<file path="config.mk">
export PLATFORM = sky130hd
export DESIGN_NAME = smf_top
export DESIGN_NICKNAME = d
export VERILOG_FILES = /design/src/rtl/smf_pkg.sv /design/src/rtl/smf_fifo.sv /design/src/rtl/smf_shift.sv /design/src/rtl/smf_top.sv
export VERILOG_INCLUDE_DIRS = /design/src /design/src/rtl
export SDC_FILE = /design/constraint.sdc
export NUM_CORES = 1
export LEC_CHECK = 0
export BUFFER_PORTS_ARGS = -buffer_cell sky130_fd_sc_hd__buf_4
export CORE_AREA = 5 5 216 218
export DETAILED_ROUTE_END_ITERATION = 12
export DIE_AREA = 0 0 221 223
export SLEW_MARGIN = 40
export SYNTH_ARGS = -nofsm -noshare
export SYNTH_HDL_FRONTEND = slang
export SYNTH_HIERARCHICAL = 1
export SYNTH_SLANG_ARGS = --single-unit
</file>
<file path="constraint.sdc">
create_clock -name pclk -period 3.7 [get_ports pclk]
set_input_delay 0.185 -clock pclk [delete_from_list [all_inputs] [get_ports pclk]]
set_output_delay 0.185 -clock pclk [all_outputs]
set_load 0.01 [all_outputs]
</file>
<file path="src/rtl/smf_regs.svh">
// register map, field positions and reset values of the spi master
// assumes registers sit one per 32-bit word, byte address = index * 4
`ifndef SMF_REGS_SVH
`define SMF_REGS_SVH
// register indices
`define SMF_IDX_DATA 8'hb8
`define SMF_IDX_CTRL 8'hb9
`define SMF_IDX_STAT 8'hba
`define SMF_IDX_DIV 8'hbb
// master_control fields
`define SMF_CTRL_IRQ_EN 6
`define SMF_CTRL_CS_SEL 5
`define SMF_CTRL_SS_ACT 4
`define SMF_CTRL_OVF_MSK 3
`define SMF_CTRL_DRN_MSK 2
`define SMF_CTRL_CPOL 1
`define SMF_CTRL_CPHA 0
`define SMF_CTRL_WMASK 8'h7f
// master_status fields
`define SMF_STAT_TX_EMPTY 7
`define SMF_STAT_TX_FULL 6
`define SMF_STAT_RX_EMPTY 5
`define SMF_STAT_RX_FULL 4
`define SMF_STAT_OVF 3
`define SMF_STAT_DRN 2
// reset values
`define SMF_CTRL_RST 8'h08
`define SMF_DIV_RST 8'h03
// last half-period of a byte: 16 clock edges
`define SMF_HALF_LAST 4'hf
`endif

</file>
<file path="src/rtl/smf_pkg.sv">
// types and address helper shared by the spi master files
// assumes the constants header is on the include path
package smf_pkg;
   // engine states, gray along idle-load-run-done
   typedef enum logic [1:0] {
      st_idle = 2'b00,
      st_load = 2'b01,
      st_run = 2'b11,
      st_done = 2'b10
   } smf_state_t;

   // register index to apb byte address
   function automatic logic [9:0] smf_byte_addr(input logic [7:0] idx);
      smf_byte_addr = {idx, 2'b00};
   endfunction : smf_byte_addr
endpackage : smf_pkg

</file>
<file path="src/rtl/smf_fifo.sv">
// small fifo with registered read data
// assumes one clock; dout follows the head entry one cycle late
`timescale 1ns/1ps
module smf_fifo
   import smf_pkg::*;
#(
   parameter int W = 8,
   parameter int DEPTH = 16
) (
   // clock and reset
   input wire logic clk,
   input wire logic rst_n,
   // control
   input wire logic clr,
   input wire logic push,
   input wire logic [W-1:0] din,
   input wire logic pop,
   // state and data
   output logic [W-1:0] dout,
   output logic full,
   output logic empty
);
   localparam int AW = $clog2(DEPTH);
   logic [W-1:0] mem [DEPTH]; // storage, no reset needed
   logic [AW:0] wp_q; // write pointer with wrap bit
   logic [AW:0] rp_q; // read pointer with wrap bit

   assign empty = (wp_q == rp_q);
   assign full = (wp_q[AW] != rp_q[AW]) && (wp_q[AW-1:0] == rp_q[AW-1:0]);

   // pointers; clear beats push and pop
   always_ff @(posedge clk or negedge rst_n) begin
      if (!rst_n) begin
         wp_q <= '0;
         rp_q <= '0;
      end else if (clr) begin
         wp_q <= '0;
         rp_q <= '0;
      end else begin
         if (push && !full) begin
            wp_q <= wp_q + 1'b1;
         end
         if (pop && !empty) begin
            rp_q <= rp_q + 1'b1;
         end
      end
   end

   // storage write, a push into a full fifo is dropped
   always_ff @(posedge clk) begin
      if (push && !full && !clr) begin
         mem[wp_q[AW-1:0]] <= din;
      end
   end

   // head entry out of a register
   always_ff @(posedge clk or negedge rst_n) begin
      if (!rst_n) begin
         dout <= '0;
      end else begin
         dout <= mem[rp_q[AW-1:0]];
      end
   end
endmodule : smf_fifo

</file>
<file path="src/rtl/smf_shift.sv">
// byte shift engine: clock divider, mode handling, miso synchroniser
// assumes tx_data is valid one cycle after tx_valid rises
`timescale 1ns/1ps
module smf_shift
   import smf_pkg::*;
(
   // clock and reset
   input wire logic clk,
   input wire logic rst_n,
   // configuration
   input wire logic en,
   input wire logic cpol,
   input wire logic cpha,
   input wire logic [7:0] div,
   // transmit side
   input wire logic tx_valid,
   input wire logic [7:0] tx_data,
   output logic tx_pop,
   // receive side
   output logic done,
   output logic [7:0] rx_data,
   output logic idle,
   // serial pins
   input wire logic miso,
   output logic sck,
   output logic mosi
);
   `include "smf_regs.svh"
   smf_state_t st_q; // engine state
   logic [7:0] cnt_q; // half-period counter
   logic [3:0] half_q; // edge count within a byte
   logic [7:0] sh_q; // transmit shift register
   logic [2:0] m_q; // miso synchroniser chain
   logic miso_q; // last level on which second and third agreed
   logic miso_f; // filtered miso, agreed level with no extra flop
   logic tick; // end of a half period

   assign tick = (st_q == st_run) && (cnt_q == div);
   assign tx_pop = (st_q == st_load);
   assign done = (st_q == st_done);
   assign idle = (st_q == st_idle);
   // a fourth flop here would sample one cycle late at divisor 3
   assign miso_f = (m_q[1] == m_q[2]) ? m_q[2] : miso_q;

   // three flops; only the second and third are compared
   always_ff @(posedge clk or negedge rst_n) begin
      if (!rst_n) begin
         m_q <= 3'h0;
         miso_q <= 1'b0;
      end else begin
         m_q <= {m_q[1:0], miso};
         if (m_q[1] == m_q[2]) begin
            miso_q <= m_q[2];
         end
      end
   end

   // state machine; dropping en aborts at once
   always_ff @(posedge clk or negedge rst_n) begin
      if (!rst_n) begin
         st_q <= st_idle;
      end else if (!en) begin
         st_q <= st_idle;
      end else begin
         case (st_q)
            st_idle: if (tx_valid) st_q <= st_load;
            st_load: st_q <= st_run;
            st_run: if (tick && half_q == `SMF_HALF_LAST) st_q <= st_done;
            st_done: st_q <= st_idle;
            default: st_q <= st_idle;
         endcase
      end
   end

   // divider: each half period lasts div+1 cycles
   always_ff @(posedge clk or negedge rst_n) begin
      if (!rst_n) begin
         cnt_q <= 8'h00;
         half_q <= 4'h0;
      end else if (st_q != st_run) begin
         cnt_q <= 8'h00;
         half_q <= 4'h0;
      end else if (tick) begin
         cnt_q <= 8'h00;
         half_q <= half_q + 4'h1;
      end else begin
         cnt_q <= cnt_q + 8'h01;
      end
   end

   // serial clock sits at cpol outside a byte
   always_ff @(posedge clk or negedge rst_n) begin
      if (!rst_n) begin
         sck <= 1'b0;
      end else if (st_q != st_run) begin
         sck <= cpol;
      end else if (tick) begin
         sck <= ~sck;
      end
   end

   // shift and sample; cpha picks which edge of each pair samples
   always_ff @(posedge clk or negedge rst_n) begin
      if (!rst_n) begin
         sh_q <= 8'h00;
         mosi <= 1'b0;
         rx_data <= 8'h00;
      end else if (st_q == st_load) begin
         sh_q <= tx_data;
         if (!cpha) begin
            mosi <= tx_data[7];
            sh_q <= {tx_data[6:0], 1'b0};
         end
      end else if (tick) begin
         if (half_q[0] != cpha) begin
            mosi <= sh_q[7];
            sh_q <= {sh_q[6:0], 1'b0};
         end else begin
            rx_data <= {rx_data[6:0], miso_f};
         end
      end
   end
endmodule : smf_shift

</file>
<file path="src/rtl/smf_top.sv">
// apb spi master with write and read fifos and two chip selects
// assumes an apb master on pclk; spi slave on the serial pins
//
// Operation
// data write pushes one byte, 16 deep
// active select and data: shift oldest byte
// every byte sent returns one, appended
// host writes one dummy per read byte
// separate 16-deep read fifo, popped on read
// control bit 6 gates interrupt, flags still set
// control bit 5 picks chip select output
// control bit 4 drives select low when 1
// inactive select clears fifos, engine idle
// host avoids mode change with select activation
// control bit 3 masks overflow, resets masked
// control bit 2 masks drained-idle interrupt
// bits 1:0 hold cpol and cpha
// serial clock idles at cpol
// cpha picks sample edge, cpol inverts
// status shows fifo empty and full flags
// status bit 3 overflow, write one clears
// status bit 2 drained idle, write one clears
// sck is core over twice divisor plus one
// full fifo push sets overflow, drops byte
// irq while enabled and unmasked flag set
`timescale 1ns/1ps
module smf_top
   import smf_pkg::*;
#(
   parameter int DEPTH = 16
) (
   // clock and reset
   input wire logic pclk,
   input wire logic presetn,
   // apb slave
   input wire logic psel,
   input wire logic penable,
   input wire logic pwrite,
   input wire logic [9:0] paddr,
   input wire logic [31:0] pwdata,
   input wire logic [3:0] pstrb,
   output logic [31:0] prdata,
   output logic pready,
   output logic pslverr,
   // spi pins
   output logic sck,
   output logic mosi,
   input wire logic miso,
   output logic chip_select_first_n,
   output logic chip_select_second_n,
   // interrupt
   output logic irq
);
   `include "smf_regs.svh"

   // register state
   logic [7:0] master_control_q; // control register
   logic [7:0] serial_clock_divisor_q; // divisor
   logic ovf_q; // overflow flag
   logic drn_q; // drained idle flag
   logic drn_cond_q; // last drained condition
   logic wait_q; // apb wait state done
   logic [31:0] prdata_q; // read data register

   // apb decode
   logic a_data; // transfer_data_port hit
   logic a_ctrl; // master_control hit
   logic a_stat; // master_status hit
   logic a_div; // divisor hit
   logic mapped; // any register hit
   logic acc; // completing access
   logic wr; // write with low lane
   logic wr_data; // write to data port
   logic rd_data; // read of data port

   // fifo and engine wiring
   logic tx_full; // write fifo full
   logic tx_empty; // write fifo empty
   logic [7:0] tx_dout; // write fifo head
   logic tx_pop; // engine takes head
   logic rx_full; // read fifo full
   logic rx_empty; // read fifo empty
   logic [7:0] rx_dout; // read fifo head
   logic eng_done; // byte finished
   logic eng_idle; // engine idle
   logic [7:0] eng_rx; // received byte

   // control fields
   logic irq_en; // interrupt enable
   logic cs_sel; // select output choice
   logic ss_active; // slave select active
   logic ovf_msk; // overflow mask
   logic drn_msk; // drained idle mask
   logic cpol; // clock polarity
   logic cpha; // clock phase

   // events
   logic ovf_ev; // overflow this cycle
   logic drn_cond; // drained and idle now
   logic drn_ev; // drained condition rose
   logic [7:0] status; // master_status view

   assign irq_en = master_control_q[`SMF_CTRL_IRQ_EN];
   assign cs_sel = master_control_q[`SMF_CTRL_CS_SEL];
   assign ss_active = master_control_q[`SMF_CTRL_SS_ACT];
   assign ovf_msk = master_control_q[`SMF_CTRL_OVF_MSK];
   assign drn_msk = master_control_q[`SMF_CTRL_DRN_MSK];
   assign cpol = master_control_q[`SMF_CTRL_CPOL];
   assign cpha = master_control_q[`SMF_CTRL_CPHA];

   // address decode by word
   assign a_data = (paddr == smf_byte_addr(`SMF_IDX_DATA));
   assign a_ctrl = (paddr == smf_byte_addr(`SMF_IDX_CTRL));
   assign a_stat = (paddr == smf_byte_addr(`SMF_IDX_STAT));
   assign a_div = (paddr == smf_byte_addr(`SMF_IDX_DIV));
   assign mapped = a_data | a_ctrl | a_stat | a_div;

   // one wait state gives the read fifo head time to settle
   assign acc = psel && penable && wait_q;
   assign wr = acc && pwrite && pstrb[0];
   assign wr_data = wr && a_data;
   assign rd_data = acc && !pwrite && a_data;
   assign pready = wait_q;
   assign pslverr = wait_q && !mapped;
   assign prdata = prdata_q;

   // apb wait state: ready on the second access cycle
   always_ff @(posedge pclk or negedge presetn) begin
      if (!presetn) begin
         wait_q <= 1'b0;
      end else begin
         wait_q <= psel && penable && !wait_q;
      end
   end

   // status view
   always_comb begin
      status = 8'h00;
      status[`SMF_STAT_TX_EMPTY] = tx_empty;
      status[`SMF_STAT_TX_FULL] = tx_full;
      status[`SMF_STAT_RX_EMPTY] = rx_empty;
      status[`SMF_STAT_RX_FULL] = rx_full;
      status[`SMF_STAT_OVF] = ovf_q;
      status[`SMF_STAT_DRN] = drn_q;
   end

   // read data captured in the first access cycle
   always_ff @(posedge pclk or negedge presetn) begin
      if (!presetn) begin
         prdata_q <= 32'h0;
      end else if (psel && penable && !wait_q) begin
         if (a_data) begin
            prdata_q <= {24'h0, rx_dout};
         end else if (a_ctrl) begin
            prdata_q <= {24'h0, master_control_q};
         end else if (a_stat) begin
            prdata_q <= {24'h0, status};
         end else if (a_div) begin
            prdata_q <= {24'h0, serial_clock_divisor_q};
         end else begin
            prdata_q <= 32'h0; // unmapped reads zero
         end
      end
   end

   // control register; bit 7 reads zero
   always_ff @(posedge pclk or negedge presetn) begin
      if (!presetn) begin
         master_control_q <= `SMF_CTRL_RST;
      end else if (wr && a_ctrl) begin
         master_control_q <= pwdata[7:0] & `SMF_CTRL_WMASK;
      end
   end

   // divisor register
   always_ff @(posedge pclk or negedge presetn) begin
      if (!presetn) begin
         serial_clock_divisor_q <= `SMF_DIV_RST;
      end else if (wr && a_div) begin
         serial_clock_divisor_q <= pwdata[7:0];
      end
   end

   // overflow on either fifo; the byte itself is lost
   assign ovf_ev = (wr_data && tx_full) || (eng_done && rx_full);

   // overflow flag, a new event wins over the clear
   always_ff @(posedge pclk or negedge presetn) begin
      if (!presetn) begin
         ovf_q <= 1'b0;
      end else if (ovf_ev) begin
         ovf_q <= 1'b1;
      end else if (wr && a_stat && pwdata[`SMF_STAT_OVF]) begin
         ovf_q <= 1'b0;
      end
   end

   // drained idle sets on the rising edge of the condition,
   // otherwise a clear could never stick while idle
   assign drn_cond = tx_empty && eng_idle;
   assign drn_ev = drn_cond && !drn_cond_q;

   // drained idle flag, set wins over clear
   always_ff @(posedge pclk or negedge presetn) begin
      if (!presetn) begin
         drn_cond_q <= 1'b1;
         drn_q <= 1'b0;
      end else begin
         drn_cond_q <= drn_cond;
         if (drn_ev) begin
            drn_q <= 1'b1;
         end else if (wr && a_stat && pwdata[`SMF_STAT_DRN]) begin
            drn_q <= 1'b0;
         end
      end
   end

   // interrupt output from a flop
   always_ff @(posedge pclk or negedge presetn) begin
      if (!presetn) begin
         irq <= 1'b0;
      end else begin
         irq <= irq_en && ((ovf_q && !ovf_msk) || (drn_q && !drn_msk));
      end
   end

   // chip selects; the unselected one stays high
   always_ff @(posedge pclk or negedge presetn) begin
      if (!presetn) begin
         chip_select_first_n <= 1'b1;
         chip_select_second_n <= 1'b1;
      end else begin
         chip_select_first_n <= !(ss_active && !cs_sel);
         chip_select_second_n <= !(ss_active && cs_sel);
      end
   end

   // write fifo, cleared while select inactive
   smf_fifo #(
      .W(8),
      .DEPTH(DEPTH)
   ) u_tx (
      .clk(pclk),
      .rst_n(presetn),
      .clr(!ss_active),
      .push(wr_data),
      .din(pwdata[7:0]),
      .pop(tx_pop),
      .dout(tx_dout),
      .full(tx_full),
      .empty(tx_empty)
   );

   // read fifo, independent of the write fifo
   smf_fifo #(
      .W(8),
      .DEPTH(DEPTH)
   ) u_rx (
      .clk(pclk),
      .rst_n(presetn),
      .clr(!ss_active),
      .push(eng_done),
      .din(eng_rx),
      .pop(rd_data),
      .dout(rx_dout),
      .full(rx_full),
      .empty(rx_empty)
   );

   // shift engine, held idle while select inactive
   smf_shift u_eng (
      .clk(pclk),
      .rst_n(presetn),
      .en(ss_active),
      .cpol(cpol),
      .cpha(cpha),
      .div(serial_clock_divisor_q),
      .tx_valid(!tx_empty),
      .tx_data(tx_dout),
      .tx_pop(tx_pop),
      .done(eng_done),
      .rx_data(eng_rx),
      .idle(eng_idle),
      .miso(miso),
      .sck(sck),
      .mosi(mosi)
   );

   // helper: cycles since sck last changed
   logic sck_prev_q; // sck one cycle ago
   logic [7:0] hold_q; // cycles at current level
   logic seen_q; // an edge already seen this byte

   always_ff @(posedge pclk or negedge presetn) begin
      if (!presetn) begin
         sck_prev_q <= 1'b0;
         hold_q <= 8'h00;
         seen_q <= 1'b0;
      end else begin
         sck_prev_q <= sck;
         hold_q <= (sck != sck_prev_q) ? 8'h00 : hold_q + 8'h01;
         if (eng_idle) begin
            seen_q <= 1'b0;
         end else if (sck != sck_prev_q) begin
            seen_q <= 1'b1;
         end
      end
   end
endmodule : smf_top

</file>
==> Word-level counts from Yosys, hierarchy flattened <==
Memory sizes are Yosys's and may differ from the RTL's. A register that Yosys moved wholly into a read port is not among the register bits.
Cells that the tools add are included.
{ "word_totals": {"mem_bits_rw": 256, "word_cells": 161, "regBits": 110, "n_memories": 2, "out_inout_bits": 39} }
{ "classes": {"mux": 39, "eq_ne": 25, "n_bitwise": 6, "reduce_logical": 60, "addsub": 6} }
{ "mem_list": {"columns": ["name", "depth", "width", "rd", "rd_clocked_by_memory_dff", "wr", "line", "rtl"], "rows": [
  ["u_rx.mem", 16, 8, 1, 1, 1, "smf_fifo.sv:24", "logic [W-1:0] mem [DEPTH];"],
  ["u_tx.mem", 16, 8, 1, 1, 1, "smf_fifo.sv:24", null]
]} }
{ "op_table": {"columns": ["cell", "count"], "rows": [
  ["2-to-1 mux 8 bit", 9],
  ["equality test 10 bit (second input constant)", 4],
  ["2-to-1 mux 5 bit", 8],
  ["logical AND 1 bit", 33],
  ["2-to-1 mux 32 bit", 1],
  ["adder 5 x 1 -> 5 bit (second input constant)", 4],
  ["zero test 1 bit", 15],
  ["2-to-1 mux 1 bit", 15],
  ["equality test 5 bit", 2],
  ["nonzero test 2 bit", 5],
  ["adder 8 x 1 -> 8 bit (second input constant)", 1],
  ["equality test 4 bit", 2],
  ["equality test 8 bit", 1],
  ["2-to-1 mux 4 bit", 2],
  ["!= test 2 x 1 -> 1 bit (second input constant)", 4],
  ["case mux 2 bit (4 select lines)", 1],
  ["2-to-1 mux 2 bit", 3],
  ["!= test 3 bit (second input constant)", 2],
  ["AND reduction 3 bit", 2],
  ["adder 4 x 1 -> 4 bit (second input constant)", 1],
  ["equality test 2 bit (second input constant)", 2],
  ["equality test 4 bit (second input constant)", 1],
  ["!= test 2 bit (second input constant)", 2],
  ["AND reduction 2 bit", 2],
  ["7 further kinds", 14]
]} }

==> Logic depth before layout (Yosys ltp) <==
{ "depth": {"depth_word": 9, "mapped_depth": 7} }

==> Modules after synthesis <==
Netlist, hierarchy kept.
{ "by_module_without_submodules": {"columns": ["module", "n_inst", "seq_area_each_um2", "area_per_inst_um2", "cells_each"], "rows": [
  ["smf_fifo at u_tx", 1, 4294.1, 6009.5, 346],
  ["smf_fifo at u_rx", 1, 4294.1, 5965.7, 335],
  ["smf_shift", 1, 900.9, 1804.2, 171],
  ["smf_top", 1, 758.2, 1624.1, 130]
]} }

==> Worst setup path before layout <==
OpenSTA, ideal clock, no wires.
{ "synth_timing": {"path_kind": "input to register", "from": "input paddr[1]", "to": "memory u_tx.mem[8][0] (enable)", "setup_ps": 398, "path_slack_ps": 120, "path_stages": 6, "arrival_ps": 3182, "cell_sequence": "or4b_1 buf_6 or2_2 nor4_1 o211ai_2 nor4b_1"} }
{ "synth_via": {"elab_chain_len": 6} }
{ "synth_lines": {"columns": ["element", "line", "rtl"], "rows": [
  ["from (decl)", "smf_top.sv:39", "input wire logic [9:0] paddr,"],
  ["equality test 10 bit", "smf_top.sv:112", "assign a_data = (paddr == smf_byte_addr(`SMF_IDX_DATA));"],
  ["logical AND 1 bit", "smf_top.sv:121", "assign wr_data = wr && a_data;"],
  ["via wr_data", "smf_top.sv:73", "logic wr_data;"],
  ["logical AND 1 bit (2 in a row)", "smf_fifo.sv:51", "if (push && !full && !clr) begin"],
  ["2-to-1 mux 1 bit", "smf_fifo.sv:51", null],
  ["2-to-1 mux 1 bit (implied by the code)", "smf_fifo.sv:52", "mem[wp_q[AW-1:0]] <= din;"],
  ["to (decl)", "smf_fifo.sv:24", null]
]} }
The timed path passes the listed nets, and every way through them passes these cells.

==> Worst setup path after layout <==
{ "layout_timing": {"from": "register wait_q (netlist: pready)", "to": "memory u_tx.mem[1][5] (enable)"} }
{ "layout_via": {"elab_chain_len": 8} }
{ "layout_lines": {"columns": ["element", "line", "rtl"], "rows": [
  ["from (decl)", "smf_top.sv:62", "logic wait_q;"],
  ["from (signal assigned)", "smf_top.sv:132", "wait_q <= psel && penable && !wait_q;"],
  ["logical AND 1 bit", "smf_top.sv:119", "assign acc = psel && penable && wait_q;"],
  ["logical AND 1 bit (2 in a row)", "smf_top.sv:120", "assign wr = acc && pwrite && pstrb[0];"],
  ["logical AND 1 bit", "smf_top.sv:121", null],
  ["via wr_data", "smf_top.sv:73", null],
  ["logical AND 1 bit (2 in a row)", "smf_fifo.sv:51", null],
  ["2-to-1 mux 1 bit", "smf_fifo.sv:51", null],
  ["2-to-1 mux 1 bit (implied by the code)", "smf_fifo.sv:52", null]
]} }
The timed path passes the listed nets, and every way through them passes these cells.

==> out/metrics.yaml <==
post_drt_wl_per_cell_um: 20.38
power.leakage_nw: 5.989
status: "completed"
slew_violations: 0
drt-vias-per-instance: 5.085
critPathMaxFanout: 8
clock-sinks: 358
cp-end-kind: "flip-flop"
worst-setup-path-type: "flip-flop to flip-flop"
synth.distinct_cells: 71
powerDensity_nw_per_um2: 469.9
routed_wl_mm: 34.13
synth.area.top_cells: "sky130_fd_sc_hd__edfxtp_1 50%, sky130_fd_sc_hd__dfrtp_1 16%, sky130_fd_sc_hd__mux4_2 5.4%"
fin_worst_skew_ps: 16.60
timing.critical_path.cells: "nand3_1 > nor4_1 > inv_1 > a211oi_4 > and3_1"
n_antenna_cell: 0
worst_ep_arrival_time_ps: 3000
post-route-period-util: 0.7602
synth_seq_area_share: 0.6653
period_needed_ps: 2813
num_io_pins: 91
port_buffers: 39
nets: 1110
crit_cells: 5
finalInstanceArea_um2: 17680
layout-area-overhead-vs-synth_pct: 14.79
path_clk_slew_ps: 60
post-synth-top-area-cell: "sky130_fd_sc_hd__edfxtp_1"
relative_slew_slack: 0.4662
totalNegativeSetupSlack_ps: 0
via_count: 8518
vdd.ir_drop.worst_uv: 386.2
fp.dieArea_um2: 49280
first_iter_violations: 688
fp-row-count: 78
clock_latency_on_the_worst_skew_pair_ps: 550
cp-endpoint: "u_tx/mem[1][5]"
worst_hold_path_type: "input pin to flip-flop"
route.detailed.drc: 0
ctsHtreeMaxLevel: 2
numCtsBuffers: 38
gp_routability_congestion: 0.7855
fmax_mhz: 355.5
worst_slack_ps: 887.4
cp_top_family: "simple AND/OR/NAND/NOR gates"
synth-edff-count: 256
drtPass1Iterations: 5
postPlaceCellArea_um2: 16330
yosysTopAreaCellShare: 0.4991
rsz_0062_raised_after_global_routing: "false"
synthMostInstantiatedCell: "sky130_fd_sc_hd__edfxtp_1"
yosys-top-cells-count: "256 x sky130_fd_sc_hd__edfxtp_1, 96 x sky130_fd_sc_hd__dfrtp_1, 74 x sky130_fd_sc_hd__mux2i_1, 43 x sky130_fd_sc_hd__nand2_1, 37 x sky130_fd_sc_hd__mux4_2"
tightestPinTransition_ps: 800.7
syn-cell-area_um2: 15400
initial_utilization: 0.3446
reg2reg_depth: 5
ys_dominant_reg_cell: "sky130_fd_sc_hd__edfxtp_1"
antenna_violations_before_repair: 2
dieHeight_um: 223
cts.repair.resized: 0
postSynthRegisterBits: 358
cts_setup_buffers: 0
synth-async-reset-ratio: 0.2849
syn_inst: 982
setup_viol: 0
drt.antenna.violating_nets: 0
worst-path-buf-inv: 1
final_core_util: 0.3956
post-dp-hpwl_mm: 22.29
worst_path_required_ps: 3890
cpPeakStageDelay_ps: 580
rrSetupSlack_ps: 890
placement.setup.worst_slack_ps: 384.3
post_route_cells_drive_above_1_share: 0.2084
core_um2: 44700
ctsLongestPathBuffers: 3
slowest_cell_on_the_critical_path: "sky130_fd_sc_hd__nor4_1"
syn_avg_cell_area_um2: 15.69
final_hold_viol_count: 0
grt_max_degree: 103
tritoncts: "yes"
hold_depth: 1
yosys_warnings: 6
number_of_global_route_vias_before_repair: 8769
worst_r2r_startpoint: "pready"
startpoint_type: "flip-flop"
holdBufCountCts: 4
fill_cells: 4109
cts_root_buf: "sky130_fd_sc_hd__clkbuf_16"
end_of_the_worst_register_to_register_path: "u_tx/mem[1][5]"
totalPowerFinal_w: 0.008308
grt_first_pass_wirelength_mm: 52.80
die_width_um: 221
globalRoute.totalOverflow: 0
setup.worst_path.start: "pready"
track_usage: 0.1368
maxCapViolations: 0
==> registers in the layout, summed over array words and instances (netlist names), 7 cells and up <==
| name | cells |
|---|---|
| u_rx/mem | 128 |
| u_tx/mem | 128 |
| prdata | 8 |
| serial_clock_divisor_q | 8 |
| u_eng/cnt_q | 8 |
| u_eng/rx_data | 8 |
| u_eng/sh_q | 8 |
| u_rx/dout | 8 |
| u_tx/dout | 8 |
| master_control_q | 7 |
==> worst reg2reg max path: cells and delay by family, from the launching register on <==
kind            cells  cell delay, ps
buf+inv             1             210
compound gates      1             340
flops               1             430
simple gates        3            1480
==> layout make-up <==
cell class / count / area [um2] / area share
sequential: 358 / 10250 / 0.5797
inverter: 22 / 82.58 / 0.004670
tap: 600 / 750.7 / 0.04246
clock buffer: 46 / 1042 / 0.05894
timing repair buffer: 73 / 574.3 / 0.03248
clock inverter: 23 / 256.5 / 0.01451
multi-input combinational: 553 / 4726 / 0.2673
==> placed cells by master, fill, tap and decap left out, types with 10 or more instances in the layout <==
master                      count
sky130_fd_sc_hd__a21oi_1       14
sky130_fd_sc_hd__a221oi_1      32
sky130_fd_sc_hd__a22oi_1       16
sky130_fd_sc_hd__and3_1        18
sky130_fd_sc_hd__buf_4         67
sky130_fd_sc_hd__clkbuf_16     39
sky130_fd_sc_hd__clkinv_1      10
sky130_fd_sc_hd__conb_1        24
sky130_fd_sc_hd__dfrtp_1       94
sky130_fd_sc_hd__edfxtp_1     256
sky130_fd_sc_hd__ha_1          12
sky130_fd_sc_hd__inv_1         20
sky130_fd_sc_hd__mux2_2        29
sky130_fd_sc_hd__mux2i_1       74
sky130_fd_sc_hd__mux4_2        37
sky130_fd_sc_hd__nand2_1       43
sky130_fd_sc_hd__nand2b_1      10
sky130_fd_sc_hd__nand3_1       20
sky130_fd_sc_hd__nand4_1       13
sky130_fd_sc_hd__nor2_1        33
sky130_fd_sc_hd__nor2b_1       16
sky130_fd_sc_hd__nor3_1        11
sky130_fd_sc_hd__o211ai_1      10
sky130_fd_sc_hd__o21ai_0       23
sky130_fd_sc_hd__xnor2_1       13
sky130_fd_sc_hd__xor2_1        10
==> report_power, final <==
| part | total (W) | internal (W) | switching [W] |
|---|---|---|---|
| clock network | 0.00390 | 0.00236 | 0.00154 |
| logic | 0.000119 | 0.0000323 | 0.0000871 |
| registers | 0.00429 | 0.00428 | 0.00000216 |
==> layer usage <==
layer  track usage  wire, um
met4       0.03621       660
met5             0        25
met2        0.2289     16810
met1        0.1835     14990
met3       0.02763      1638
==> logic make-up after synthesis <==
family,share of synthesized area
DFF,0.6653
and+or+nand+nor,0.08042
muxes,0.1280
AOI/OAI and AO/OA,0.06409
buffers and inverters,0.03428
xor gates and xnor gates,0.01730
adders and majority gates,0.01040
other,0.0002435
==> worst min path at each step <==
| stage | endpoint | slack [ps] | startpoint |
|---|---|---|---|
| 2_1_floorplan | drn_q | -110 | presetn |
| 3_3_place_gp | u_eng/m_q[0] | 290 | miso |
| 3_5_place_dp | u_eng/rx_data[7] | 300 | presetn |
| 4_1_cts | u_tx/mem[8][5] | 1 | pwdata[5] |
| 5_1_grt | u_tx/mem[14][0] | 20 | pwdata[0] |
| 6_report | u_tx/mem[0][2] | 10 | pwdata[2] |
==> stage by stage <==
stage	hold WS, ps	instances
floorplan	-110.6	1005
global placement	294.4	1601
detailed placement	300.1	1601
CTS	1.026	1674
global route	15.24	1675
finish	14.13	1675
No activity file was read; power rests on OpenSTA's default activity.
